File: config.mk
export PLATFORM = sky130hd
export DESIGN_NAME = sec_ctrl
export DESIGN_NICKNAME = d
export VERILOG_FILES = /design/src/common/sec_pkg.sv /design/src/rtl/sec_shifter.sv /design/src/rtl/sec_ctrl.sv
export VERILOG_INCLUDE_DIRS = /design/src /design/src/common
export SDC_FILE = /design/constraint.sdc
export NUM_CORES = 1
export LEC_CHECK = 0
export BUFFER_PORTS_ARGS = -buffer_cell sky130_fd_sc_hd__buf_4
export CAP_MARGIN = 0
export CORE_MARGIN = 5
export CORE_UTILIZATION = 35
export DETAILED_ROUTE_END_ITERATION = 7
export HOLD_SLACK_MARGIN = 0.15
export SETUP_SLACK_MARGIN = 0.15
export SKIP_CTS_REPAIR_TIMING = 1
export SYNTH_ARGS = -nofsm -noshare
export SYNTH_HDL_FRONTEND = slang
export SYNTH_SLANG_ARGS = --single-unit
File: constraint.sdc
create_clock -name CLK_SYS -period 5.8 [get_ports CLK_SYS]
set_clock_uncertainty 0.15 [all_clocks]
set_input_delay 0.58 -clock CLK_SYS [delete_from_list [all_inputs] [get_ports CLK_SYS]]
set_output_delay 0.58 -clock CLK_SYS [all_outputs]
set_load 0.05 [all_outputs]
File: src/common/sec_defines.svh
// Offsets, field positions, reset values and timing counts of the serial memory controller
`ifndef SEC_DEFINES_SVH
`define SEC_DEFINES_SVH
`define SEC_CMD_OFS 8'h00
`define SEC_DATA_OFS 8'h04
`define SEC_IRQ_STAT_OFS 8'h08
`define SEC_IRQ_MASK_OFS 8'h0C
`define SEC_BUSY_BIT 31
`define SEC_CMD_LSB 28
`define SEC_CMD_MSB 30
`define SEC_TMO_BIT 9
`define SEC_LOADED_BIT 8
`define SEC_ADDR_RST 8'h00
`define SEC_CLK_MHZ 10
`define SEC_TMO_MS 30
`define SEC_TMO_CYC (`SEC_TMO_MS * 1000 * `SEC_CLK_MHZ)
`define SEC_SK_DIV 4
`endif

File: src/common/sec_pkg.sv
// Types of the serial memory controller
`default_nettype none
package sec_pkg;
  typedef enum logic [2:0] {
    SEC_CMD_READ = 3'h0,
    SEC_CMD_LOCK = 3'h1,
    SEC_CMD_UNLOCK = 3'h2,
    SEC_CMD_WRITE = 3'h3,
    SEC_CMD_WRALL = 3'h4,
    SEC_CMD_ERASE = 3'h5,
    SEC_CMD_ERALL = 3'h6,
    SEC_CMD_RELOAD = 3'h7
  } sec_cmd_t;
  typedef enum logic [3:0] {
    SEC_ST_IDLE = 4'b0001,
    SEC_ST_SHIFT = 4'b0010,
    SEC_ST_WAIT = 4'b0100,
    SEC_ST_DONE = 4'b1000
  } sec_state_t;
endpackage : sec_pkg
`default_nettype wire

File: src/rtl/sec_shifter.sv
// Serial shifter: clock divider, frame output and input capture
`timescale 1ns/1ns
`default_nettype none
`include "sec_defines.svh"
module sec_shifter #(
  parameter int unsigned LEN_W = 5
) (
  input wire logic clk,
  input wire logic rst_n,
  input wire logic start,
  input wire logic [26:0] frame,
  input wire logic [LEN_W-1:0] len,
  input wire logic din,
  output logic done,
  output logic [7:0] rx,
  output logic sk,
  output logic dout
);
  logic [26:0] sh_r;
  logic [LEN_W-1:0] cnt_r;
  logic [2:0] div_r;
  logic act_r;
  logic [7:0] rx_r;
  logic sk_r;
  logic done_r;
  // ==========================================
  // Shift engine
  always_ff @(posedge clk or negedge rst_n) begin
    if (!rst_n) begin
      sh_r <= '0;
      cnt_r <= '0;
      div_r <= 3'h0;
      act_r <= 1'b0;
      sk_r <= 1'b0;
      rx_r <= 8'h00;
      done_r <= 1'b0;
    end else begin
      done_r <= 1'b0;
      if (start && !act_r) begin
        sh_r <= frame;
        cnt_r <= len;
        act_r <= 1'b1;
        div_r <= 3'h0;
      end else if (act_r) begin
        div_r <= (div_r == 3'(`SEC_SK_DIV - 1)) ? 3'h0 : div_r + 3'h1;
        if (div_r == 3'(`SEC_SK_DIV/2 - 1)) begin
          sk_r <= 1'b1;
          rx_r <= {rx_r[6:0], din};
        end
        if (div_r == 3'(`SEC_SK_DIV - 1)) begin
          sk_r <= 1'b0;
          sh_r <= {sh_r[25:0], 1'b0};
          if (cnt_r == LEN_W'(1)) begin
            act_r <= 1'b0;
            done_r <= 1'b1;
          end
          cnt_r <= cnt_r - LEN_W'(1);
        end
      end
    end
  end
  assign done = done_r;
  assign rx = rx_r;
  assign sk = sk_r;
  assign dout = sh_r[26];
endmodule : sec_shifter
`default_nettype wire

File: src/rtl/sec_ctrl.sv
// Serial memory command controller with AHB-Lite register slave
// What this block does
// - Abandon unanswered memory operation after 30 ms and return to idle.
// - Set time-out status on abandonment; software clears it by writing one.
// - With data line idling high, no time-out; busy clears after shifting.
// - With data line low, only erase and write commands time out; the code times out only those issued after unlock.
// - Set address-loaded bit after successful station address read or reload.
// - Take 8-bit byte address from low command field, read/write, reset zero.
// - Erase and write allowed after unlock until lock command or power loss.
//
// Added by the designer: the address map and the AHB-Lite interface to the registers.
`timescale 1ns/1ns
`default_nettype none
`include "sec_defines.svh"
module sec_ctrl #(
  parameter int unsigned TMO_CYC = `SEC_TMO_CYC
) (
  input wire logic CLK_SYS,
  input wire logic RST_N,
  input wire logic HSEL,
  input wire logic [7:0] HADDR,
  input wire logic [1:0] HTRANS,
  input wire logic HWRITE,
  input wire logic [2:0] HSIZE,
  input wire logic [31:0] HWDATA,
  input wire logic HREADY,
  output logic [31:0] HRDATA,
  output logic HREADYOUT,
  output logic HRESP,
  output logic MEM_CS,
  output logic MEM_SK,
  output logic MEM_DO,
  input wire logic SERIAL_MEM_DATA_PIN,
  output logic IRQ
);
  logic din_s1_r, din_s2_r;
  logic wr_ph_r, rd_ph_r;
  logic [7:0] adr_ph_r;
  logic [7:0] addr_r;
  logic [7:0] data_r;
  logic [2:0] cmd_r;
  logic busy_r, tmo_r, loaded_r, unlock_r;
  logic boot_r;
  logic [1:0] stat_r, mask_r;
  sec_pkg::sec_state_t st_r;
  logic [31:0] tcnt_r;
  logic sh_start, sh_done;
  logic [7:0] sh_rx;
  logic [26:0] frame;
  logic [4:0] flen;
  logic cmd_wr, tmo_ev, load_ev, wr_class, needs_wait;
  logic [31:0] rdata_nxt;
  logic [31:0] rdata_r;
  // ==========================================
  // Pin synchroniser
  always_ff @(posedge CLK_SYS or negedge RST_N) begin
    if (!RST_N) begin
      din_s1_r <= 1'b0;
      din_s2_r <= 1'b0;
    end else begin
      din_s1_r <= SERIAL_MEM_DATA_PIN;
      din_s2_r <= din_s1_r;
    end
  end
  // ==========================================
  // AHB-Lite address phase capture
  always_ff @(posedge CLK_SYS or negedge RST_N) begin
    if (!RST_N) begin
      wr_ph_r <= 1'b0;
      rd_ph_r <= 1'b0;
      adr_ph_r <= 8'h00;
    end else if (HREADY) begin
      wr_ph_r <= HSEL && HTRANS[1] && HWRITE;
      rd_ph_r <= HSEL && HTRANS[1] && !HWRITE;
      adr_ph_r <= HADDR;
    end
  end
  assign HREADYOUT = 1'b1;
  assign HRESP = 1'b0;
  assign cmd_wr = wr_ph_r && (adr_ph_r == `SEC_CMD_OFS);
  // ==========================================
  // Command and data registers
  always_ff @(posedge CLK_SYS or negedge RST_N) begin
    if (!RST_N) begin
      addr_r <= `SEC_ADDR_RST;
      cmd_r <= 3'h0;
      data_r <= 8'h00;
    end else begin
      if (boot_r) begin
        cmd_r <= sec_pkg::SEC_CMD_RELOAD;
      end else if (cmd_wr && !busy_r) begin
        addr_r <= HWDATA[7:0];
        cmd_r <= HWDATA[`SEC_CMD_MSB:`SEC_CMD_LSB];
      end
      if (wr_ph_r && adr_ph_r == `SEC_DATA_OFS && !busy_r)
        data_r <= HWDATA[7:0];
      else if (sh_done && cmd_r == sec_pkg::SEC_CMD_READ)
        data_r <= sh_rx;
    end
  end
  // ==========================================
  // Sequencer
  assign wr_class = (cmd_r == sec_pkg::SEC_CMD_WRITE) || (cmd_r == sec_pkg::SEC_CMD_WRALL) ||
                    (cmd_r == sec_pkg::SEC_CMD_ERASE) || (cmd_r == sec_pkg::SEC_CMD_ERALL);
  assign needs_wait = wr_class && unlock_r;
  assign sh_start = (st_r == sec_pkg::SEC_ST_SHIFT);
  always_comb begin
    frame = {1'b1, 2'b10, addr_r, data_r, 8'h00};
    flen = 5'd11;
    case (cmd_r)
      sec_pkg::SEC_CMD_READ: begin
        frame = {1'b1, 2'b10, addr_r, 16'h0000};
        flen = 5'd19;
      end
      sec_pkg::SEC_CMD_LOCK: frame = {1'b1, 2'b00, 8'h00, 16'h0000};
      sec_pkg::SEC_CMD_UNLOCK: frame = {1'b1, 2'b00, 8'hC0, 16'h0000};
      sec_pkg::SEC_CMD_WRITE: begin
        frame = {1'b1, 2'b01, addr_r, data_r, 8'h00};
        flen = 5'd19;
      end
      sec_pkg::SEC_CMD_WRALL: begin
        frame = {1'b1, 2'b00, 8'h40, data_r, 8'h00};
        flen = 5'd19;
      end
      sec_pkg::SEC_CMD_ERASE: frame = {1'b1, 2'b11, addr_r, 16'h0000};
      sec_pkg::SEC_CMD_ERALL: frame = {1'b1, 2'b00, 8'h80, 16'h0000};
      sec_pkg::SEC_CMD_RELOAD: begin
        frame = {1'b1, 2'b10, 8'h00, 16'h0000};
        flen = 5'd19;
      end
      default: frame = '0;
    endcase
  end
  always_ff @(posedge CLK_SYS or negedge RST_N) begin
    if (!RST_N) begin
      st_r <= sec_pkg::SEC_ST_IDLE;
      busy_r <= 1'b0;
      tcnt_r <= 32'h0;
    end else begin
      case (st_r)
        sec_pkg::SEC_ST_IDLE: begin
          if (boot_r) begin
            st_r <= sec_pkg::SEC_ST_SHIFT;
            busy_r <= 1'b1;
          end else if (cmd_wr && !busy_r && HWDATA[`SEC_BUSY_BIT]) begin
            st_r <= sec_pkg::SEC_ST_SHIFT;
            busy_r <= 1'b1;
          end
        end
        sec_pkg::SEC_ST_SHIFT: st_r <= sec_pkg::SEC_ST_DONE;
        sec_pkg::SEC_ST_DONE: begin
          if (sh_done) begin
            tcnt_r <= 32'h0;
            if (needs_wait) st_r <= sec_pkg::SEC_ST_WAIT;
            else begin
              st_r <= sec_pkg::SEC_ST_IDLE;
              busy_r <= 1'b0;
            end
          end
        end
        sec_pkg::SEC_ST_WAIT: begin
          tcnt_r <= tcnt_r + 32'h1;
          if (din_s2_r) begin
            st_r <= sec_pkg::SEC_ST_IDLE;
            busy_r <= 1'b0;
          end else if (tcnt_r >= TMO_CYC - 1) begin
            st_r <= sec_pkg::SEC_ST_IDLE;
            busy_r <= 1'b0;
          end
        end
        default: begin
          st_r <= sec_pkg::SEC_ST_IDLE;
          busy_r <= 1'b0;
        end
      endcase
    end
  end
  assign tmo_ev = (st_r == sec_pkg::SEC_ST_WAIT) && !din_s2_r && (tcnt_r >= TMO_CYC - 1);
  assign load_ev = (st_r == sec_pkg::SEC_ST_DONE) && sh_done &&
                   (cmd_r == sec_pkg::SEC_CMD_RELOAD) && (sh_rx != 8'hFF);
  // ==========================================
  // Power-up station address load
  always_ff @(posedge CLK_SYS or negedge RST_N) begin
    if (!RST_N) boot_r <= 1'b1;
    else boot_r <= 1'b0;
  end
  // ==========================================
  // Write unlock state
  always_ff @(posedge CLK_SYS or negedge RST_N) begin
    if (!RST_N) unlock_r <= 1'b0;
    else if ((st_r == sec_pkg::SEC_ST_DONE) && sh_done) begin
      if (cmd_r == sec_pkg::SEC_CMD_UNLOCK) unlock_r <= 1'b1;
      else if (cmd_r == sec_pkg::SEC_CMD_LOCK) unlock_r <= 1'b0;
    end
  end
  // ==========================================
  // Status flags, set wins over clear
  always_ff @(posedge CLK_SYS or negedge RST_N) begin
    if (!RST_N) begin
      tmo_r <= 1'b0;
      loaded_r <= 1'b0;
    end else begin
      if (tmo_ev) tmo_r <= 1'b1;
      else if (cmd_wr && HWDATA[`SEC_TMO_BIT]) tmo_r <= 1'b0;
      if (load_ev) loaded_r <= 1'b1;
      else if (cmd_wr && HWDATA[`SEC_LOADED_BIT]) loaded_r <= 1'b0;
    end
  end
  // ==========================================
  // Interrupt status and mask
  always_ff @(posedge CLK_SYS or negedge RST_N) begin
    if (!RST_N) begin
      stat_r <= 2'h0;
      mask_r <= 2'h0;
    end else begin
      for (int i = 0; i < 2; i++) begin
        if ((i == 0) ? tmo_ev : load_ev) stat_r[i] <= 1'b1;
        else if (wr_ph_r && adr_ph_r == `SEC_IRQ_STAT_OFS && HWDATA[i]) stat_r[i] <= 1'b0;
      end
      if (wr_ph_r && adr_ph_r == `SEC_IRQ_MASK_OFS) mask_r <= HWDATA[1:0];
    end
  end
  assign IRQ = |(stat_r & mask_r);
  // ==========================================
  // Read data
  always_comb begin
    rdata_nxt = 32'h0;
    case (HADDR)
      `SEC_CMD_OFS: rdata_nxt = {busy_r, cmd_r, 18'h0, tmo_r, loaded_r, addr_r};
      `SEC_DATA_OFS: rdata_nxt = {24'h0, data_r};
      `SEC_IRQ_STAT_OFS: rdata_nxt = {30'h0, stat_r};
      `SEC_IRQ_MASK_OFS: rdata_nxt = {30'h0, mask_r};
      default: rdata_nxt = 32'h0;
    endcase
  end
  always_ff @(posedge CLK_SYS or negedge RST_N) begin
    if (!RST_N) rdata_r <= 32'h0;
    else if (HREADY && HSEL && HTRANS[1] && !HWRITE) rdata_r <= rdata_nxt;
  end
  assign HRDATA = rdata_r;
  assign MEM_CS = (st_r == sec_pkg::SEC_ST_DONE) || (st_r == sec_pkg::SEC_ST_WAIT);
  // ==========================================
  // Shifter
  sec_shifter #(.LEN_W(5)) u_shift (
    .clk(CLK_SYS),
    .rst_n(RST_N),
    .start(sh_start),
    .frame(frame),
    .len(flen),
    .din(din_s2_r),
    .done(sh_done),
    .rx(sh_rx),
    .sk(MEM_SK),
    .dout(MEM_DO)
  );
  // ==========================================
  // Assertions
  property p_tmo_idle;
    @(posedge CLK_SYS) disable iff (!RST_N) tmo_ev |=> (st_r == sec_pkg::SEC_ST_IDLE) && !busy_r;
  endproperty
  a_tmo_idle: assert property (p_tmo_idle) else $error("timeout did not return idle");
  property p_tmo_flag;
    @(posedge CLK_SYS) disable iff (!RST_N) tmo_ev |=> tmo_r && stat_r[0];
  endproperty
  a_tmo_flag: assert property (p_tmo_flag) else $error("timeout flag not set");
  property p_no_wait;
    @(posedge CLK_SYS) disable iff (!RST_N)
      (st_r == sec_pkg::SEC_ST_DONE) && sh_done && !needs_wait |=> !busy_r;
  endproperty
  a_no_wait: assert property (p_no_wait) else $error("busy kept after shift");
  property p_wait_class;
    @(posedge CLK_SYS) disable iff (!RST_N) (st_r == sec_pkg::SEC_ST_WAIT) |-> wr_class;
  endproperty
  a_wait_class: assert property (p_wait_class) else $error("wrong command waits");
  property p_loaded;
    @(posedge CLK_SYS) disable iff (!RST_N) load_ev |=> loaded_r;
  endproperty
  a_loaded: assert property (p_loaded) else $error("loaded flag not set");
  property p_addr;
    @(posedge CLK_SYS) disable iff (!RST_N) cmd_wr && !busy_r |=> addr_r == $past(HWDATA[7:0]);
  endproperty
  a_addr: assert property (p_addr) else $error("address not taken");
  property p_unlock;
    @(posedge CLK_SYS) disable iff (!RST_N)
      (st_r == sec_pkg::SEC_ST_DONE) && sh_done && cmd_r == sec_pkg::SEC_CMD_UNLOCK |=> unlock_r;
  endproperty
  a_unlock: assert property (p_unlock) else $error("unlock not kept");
  property p_busy;
    @(posedge CLK_SYS) disable iff (!RST_N) (st_r != sec_pkg::SEC_ST_IDLE) |-> busy_r;
  endproperty
  a_busy: assert property (p_busy) else $error("busy dropped early");
  property p_boot;
    @(posedge CLK_SYS) disable iff (!RST_N) boot_r |=> busy_r && (cmd_r == sec_pkg::SEC_CMD_RELOAD);
  endproperty
  a_boot: assert property (p_boot) else $error("power-up load not started");
  property p_line_high;
    @(posedge CLK_SYS) disable iff (!RST_N)
      (st_r == sec_pkg::SEC_ST_WAIT) && din_s2_r |=> (st_r == sec_pkg::SEC_ST_IDLE) && !busy_r;
  endproperty
  a_line_high: assert property (p_line_high) else $error("busy kept with line high");
  c_boot: cover property (@(posedge CLK_SYS) disable iff (!RST_N) boot_r);
  c_timeout: cover property (@(posedge CLK_SYS) disable iff (!RST_N) tmo_ev);
  c_reload: cover property (@(posedge CLK_SYS) disable iff (!RST_N) load_ev);
  c_wait_ok: cover property (@(posedge CLK_SYS) disable iff (!RST_N)
    (st_r == sec_pkg::SEC_ST_WAIT) && din_s2_r);
endmodule : sec_ctrl
`default_nettype wire

==> results of run 1 <==
path summary, 6_finish.rpt:
| path | from | depth (start not counted) | slack [ns] | end |
|---|---|---|---|---|
| worst max-delay path | st_r[1]$_DFFE_PN0P_ | 4 | 2.98 | loaded_r$_DFFE_PN0P_ |
| worst max register to register | st_r[1]$_DFFE_PN0P_ | 4 | 2.98 | loaded_r$_DFFE_PN0P_ |
| min in group CLK_SYS | din_s1_r$_DFF_PN0_ | 0 | 0.22 | din_s2_r$_DFF_PN0_ |
| worst min register to register | din_s1_r$_DFF_PN0_ | 0 | 0.22 | din_s2_r$_DFF_PN0_ |
| worst min-delay path | RST_N | 1 | 0.18 | tcnt_r[18]$_DFFE_PN0P_ |
| max in group asynchronous | RST_N | 2 | 4.13 | tcnt_r[5]$_DFFE_PN0P_ |
power groups by stage:
stage / combinational, uW / sequential (uW) / clock, uW
after floorplan: 316 / 1130 / 0
after global placement: 421 / 1130 / 0
after detailed placement: 439 / 1140 / 0
after CTS: 443 / 1130 / 1090
after global routing: 488 / 1150 / 1130
final: 435 / 1130 / 1070
sequential cells by signal (all words and copies together) (netlist names):
name and flops:
tcnt_r 32, u_shift.sk 1, HRDATA 14, u_shift.rx 8, stat_r 2, u_shift.sh_r 19, busy_r 1, u_shift.act_r 1
loaded_r 1, u_shift.div_r 3, addr_r 8, boot_r 1, cmd_r 3, din_s2_r 1, tmo_r 1, u_shift.done 1
st_r 4, u_shift.cnt_r 5, data_r 8, wr_ph_r 1, unlock_r 1, adr_ph_r 8, din_s1_r 1, mask_r 2
critical path, stage by stage, from the launching register on:
cell and delay (ns):
dfrtp_1 0.45, nor4b_1 0.44, nand2_1 0.63, or4b_2 0.88, a21bo_2 0.21
metal layers:
metal | vias to the layer above | wire, um | share of wire | global-route usage
met1 | 2282 | 6460 | 0.47 | 0.185
met2 | 90 | 6710 | 0.48 | 0.228
met4 | 0 | 170 | 0.012 | 0.0430
li1 | 2197 | - | - | -
met3 | 13 | 541 | 0.039 | 0.0433
met5 | - | 0 | 0 | 0
synthesized netlist by cell type (3+ instances only):
master	number	area share
a221o_1	8	0.013
xnor2_1	3	0.0043
nor4b_1	4	0.0057
a31oi_1	4	0.0041
o211ai_1	3	0.0037
inv_1	18	0.011
and3b_1	3	0.0043
nor4_1	8	0.0082
nor3_1	7	0.0057
nand4_1	17	0.017
mux2i_1	36	0.059
clkbuf_1	19	0.012
a21oi_1	26	0.021
a22o_1	10	0.014
mux2_2	26	0.048
o21ai_0	47	0.038
and2_1	3	0.0031
ha_1	5	0.010
a21o_1	3	0.0037
nor2b_1	4	0.0041
and4_1	5	0.0071
or3_1	4	0.0041
a21boi_0	3	0.0037
nand3_1	14	0.011
dfrtp_1	125	0.51
buf_4	20	0.024
xor2_1	3	0.0043
nor2_1	43	0.026
and3_1	17	0.017
nand2_1	75	0.046
cells by family after synthesis:
| family | count (synthesis) | share of synthesized area |
|---|---|---|
| muxes | 64 | 0.114 |
| buffers and inverters | 58 | 0.0479 |
| AOI/OAI and AO/OA | 116 | 0.118 |
| other | 2 | 0.00122 |
| DFF | 127 | 0.519 |
| adders and majority gates | 5 | 0.0102 |
| and+or+nand+nor | 216 | 0.182 |
| xor gates and xnor gates | 6 | 0.00857 |
layout make-up:
cell class / count / area, um^2
clock buffers: 18 / 439
clock inverters: 14 / 160
fillers: 1669 / 10000
inverters: 18 / 67.6
multi-input cells: 428 / 2730
flip-flops and latches: 127 / 3180
well taps: 225 / 282
repair buffers: 49 / 370
per-stage QoR:
step	power (uW)	instances	utilization
global route	2770	879	0.419
finish	2630	879	0.419
floorplan	1450	613	-
global placement	1550	846	0.384
CTS	2660	878	0.419
detailed placement	1580	846	0.384
==> results.sh, run 1 <==
export IMPL_outcome="finished, final reports clean"
export IMPL_maxCapViolations=0
export IMPL_synth_cell_types=52
export IMPL_grt_max_degree=87
export IMPL_min_period_ns=2.82
export IMPL_grt_usage=0.142
export IMPL_fp_row_count=48
export IMPL_io_pins=89
export IMPL_synth_cells=594
export IMPL_finish_instance_area_um2=7230
export IMPL_end_kind="flip-flop"
export IMPL_setup_ws_ns=2.98
export IMPL_hold_viol=0
export IMPL_crit_type="reg -> reg"
export IMPL_worstPathMaxFanout=24
export IMPL_async_reset_ff_frac=1.00
export IMPL_rsz0062_at_grt="false"
export IMPL_cts_sinks=127
export IMPL_crit_required_ns=6.01
export IMPL_switching_power_uw=785
export IMPL_first_pass_iters=4
export IMPL_yosys_most_used_dff="dfrtp_1"
export IMPL_final_common_cell="dfrtp_1"
export IMPL_final_nets=697
export IMPL_p_int_uw=1850
export IMPL_vdd_drop_max_mv=0.205
export IMPL_ctsHtreeMaxLevel=4
export IMPL_avgSynthCellArea_um2=10.3
export IMPL_root_buffer="clkbuf_16"
export IMPL_antenna_cells=0
export IMPL_sequentialPowerShare=0.428
export IMPL_dr_first_iter_drc_count=276
export IMPL_netlist_area_um2=6130
export IMPL_gp_congestion=0.805
export IMPL_grt_pass1_vias=4598
export IMPL_num_vias=4582
export IMPL_routed_wirelength_um=13900
export IMPL_die_area_um2=20300
export IMPL_grt_overflow=0
export IMPL_drc=0
export IMPL_start_util=0.356
export IMPL_clk_insertion_delay_late_ns=0.41
export IMPL_clk_pin_slew_worst_paths_ns=0.06
export IMPL_p_per_area_nw_per_um2=364
export IMPL_fin_hold_ws_ns=0.178
export IMPL_portBuffers=46
export IMPL_worst_slew_pin_slew_ns=1.07
export IMPL_grt_pass1_wl_um=23100
export IMPL_yosysSeqAreaShare=0.519
export IMPL_clockBufferDepth=2
export IMPL_max_clock_freq_ghz=0.354
export IMPL_place_area_um2=6620
export IMPL_crit_path_start_kind="flip-flop"
export IMPL_fin_crit_sh=0.486
export IMPL_fin_tns_setup_ns=0
export IMPL_wire_per_inst_um=15.8
export IMPL_ant_nets=0
export IMPL_synth_seq_cells=127
export IMPL_hp_class="in -> async"
export IMPL_power_leakage_uw=0.00335
export IMPL_synth_edf_count=0
export IMPL_die_w_um=142
export IMPL_viasPerCell=5.21
export IMPL_drive_above_1_share=0.179
export IMPL_areaGrowthSynthToFinish_pct=17.9
export IMPL_final_cell_mix="125 x dfrtp_1, 75 x nand2_1, 48 x buf_4"
export IMPL_finalSetupViolCount=0
export IMPL_worstPathArrival_ns=3.03
export IMPL_antenna_found_initial=0
export IMPL_comb_power_share=0.165
export IMPL_cts_buffers=17
export IMPL_core_um2=17200
export IMPL_die_y_um=142
export IMPL_ys_warn_count=0
export IMPL_cts_tree="yes"
export IMPL_pre_cts_slack_ns=2.91
export IMPL_relSlewSlack=0.290
export IMPL_final_max_slew_viol_count=0
export IMPL_switching_share=0.299
export IMPL_p_clk_frac=0.406
export IMPL_dp_hpwl_um=9770
Note: power is estimated with default switching activity, not from simulation.
==> run 2: changes to the inputs <==
- clock period: 5.8 -> 2.5 ns (I/O delays scaled with it)
==> run 2 against run 1 <==
  * Sequential power rose by 130%
  * Clock power rose by 140%
  * Core utilization is 3.1 points higher
  * Critical endpoint is now tcnt_r[31]$_DFFE_PN0P_
  * Largest power group unchanged
==> results.sh, run 2 (synthesis results as in run 1) <==
export IMPL_outcome="finished, final reports clean"
export IMPL_die_area_um2=20300
export IMPL_comb_power_share=0.175
export IMPL_drc=0
export IMPL_antenna_found_initial=0
export IMPL_p_per_area_nw_per_um2=813
export IMPL_gp_congestion=0.799
export IMPL_cts_buffers=17
export IMPL_portBuffers=46
export IMPL_rsz0062_at_grt="false"
export IMPL_largest_register_ff_count=32
export IMPL_cts_sinks=127
export IMPL_crit_required_ns=2.66
export IMPL_place_area_um2=6780
export IMPL_grt_max_degree=48
export IMPL_final_nets=750
export IMPL_finalSetupViolCount=0
export IMPL_final_common_cell="dfrtp_1"
export IMPL_switching_power_uw=1860
export IMPL_routed_wirelength_um=14600
export IMPL_hp_class="in -> reg"
export IMPL_crit_type="reg -> reg"
export IMPL_grt_pass1_vias=4827
export IMPL_worst_slew_pin_slew_ns=0.590
export IMPL_top_register="tcnt_r"
export IMPL_sequentialPowerShare=0.414
export IMPL_maxCapViolations=0
export IMPL_antenna_cells=0
export IMPL_areaGrowthSynthToFinish_pct=26.5
export IMPL_end_kind="flip-flop"
export IMPL_rr_worst_depth=5
export IMPL_max_clock_freq_ghz=0.454
export IMPL_num_vias=4904
export IMPL_finish_instance_area_um2=7760
export IMPL_viasPerCell=5.26
export IMPL_fin_crit_sh=0.880
export IMPL_worstPathMaxFanout=8
export IMPL_worstPathArrival_ns=2.36
export IMPL_vdd_drop_max_mv=0.494
export IMPL_power_leakage_uw=0.00361
export IMPL_clk_pin_slew_worst_paths_ns=0.06
export IMPL_hold_viol=0
export IMPL_ant_nets=0
export IMPL_fp_row_count=48
export IMPL_first_pass_iters=6
export IMPL_min_period_ns=2.20
export IMPL_final_cell_mix="125 x dfrtp_1, 75 x nand2_1, 64 x buf_4"
export IMPL_final_max_slew_viol_count=0
export IMPL_drive_above_1_share=0.192
export IMPL_min_path_cells=5
export IMPL_relSlewSlack=0.605
export IMPL_dr_first_iter_drc_count=287
export IMPL_clk_insertion_delay_late_ns=0.42
export IMPL_cts_tree="yes"
export IMPL_die_w_um=142
export IMPL_root_buffer="clkbuf_16"
export IMPL_dp_hpwl_um=10200
export IMPL_grt_usage=0.146
export IMPL_p_clk_frac=0.410
export IMPL_grt_overflow=0
export IMPL_wire_per_inst_um=15.7
export IMPL_ctsHtreeMaxLevel=4
export IMPL_fin_tns_setup_ns=0
export IMPL_p_int_uw=4450
export IMPL_grt_pass1_wl_um=23900
export IMPL_io_pins=89
export IMPL_crit_path_start_kind="flip-flop"
export IMPL_core_um2=17200
export IMPL_start_util=0.356
export IMPL_die_y_um=142
export IMPL_clockBufferDepth=2
export IMPL_switching_share=0.295
run 2: changes by cell type in the layout (fill, tap and decap cells not counted):
cell,change
dlygate4sd3_1,+35
buf_4,+16
inv_6,+4
buf_12,+2
clkinv_4,-2
inv_8,-2
and4_1,-1
and4_2,+1
bufinv_16,+1
clkinvlp_4,-1
run 2: path summary, 6_finish.rpt:
check	end	slack (ns)	from
min in group asynchronous	tcnt_r[14]$_DFFE_PN0P_	0.20	RST_N
setup / recovery	tcnt_r[31]$_DFFE_PN0P_	0.30	st_r[1]$_DFFE_PN0P_
setup reg to reg	tcnt_r[31]$_DFFE_PN0P_	0.30	st_r[1]$_DFFE_PN0P_
hold reg to reg	din_s2_r$_DFF_PN0_	0.21	din_s1_r$_DFF_PN0_
hold / removal	HRDATA[0]$_DFFE_PN0P_	0.17	HADDR[4]
max in group asynchronous	st_r[0]$_DFFE_PN1P_	1.30	RST_N
run 2: per-stage QoR:
step | power, uW | util | std cells | setup WS (ns) | hold WS, ns
3_5_place_dp | 3700 | 0.393 | 864 | 0.255 | 0.116
5_1_grt | 6620 | 0.450 | 932 | 0.163 | 0.199
2_1_floorplan | 3350 | - | 613 | 0.314 | -0.196
3_3_place_gp | 3630 | 0.393 | 864 | 0.272 | 0.109
6_report | 6310 | 0.450 | 932 | 0.299 | 0.171
4_1_cts | 6300 | 0.429 | 896 | 0.250 | -0.339
run 2: routing by layer:
metal,track usage,part of all wire,up-vias
li1,-,-,2313
met1,0.189,0.45,2422
met4,0.0545,0.022,0
met3,0.0373,0.041,32
met5,0,0,-
met2,0.237,0.49,137
run 2: final cells by class:
cell class,instances,area (um^2)
inverter,18,67.6
timing repair buffer,102,881
tap,225,282
fill,1585,9480
sequential,127,3180
clock buffer,18,439
clock inverter,14,178
multi-input combinational,428,2730
run 2: critical path, cell delays in order, from the launching register on:
cell,delay [ns]
dfrtp_1,0.46
or4b_4,0.57
nor4_4,0.28
and4_2,0.35
nand4_1,0.14
mux2i_1,0.14
run 2: power by group through the flow:
stage	clock network, uW	logic, uW	registers (uW)
2_1_floorplan	0	734	2620
3_3_place_gp	0	1010	2620
3_5_place_dp	0	1050	2640
4_1_cts	2630	1060	2610
5_1_grt	2740	1230	2650
6_report	2590	1110	2620
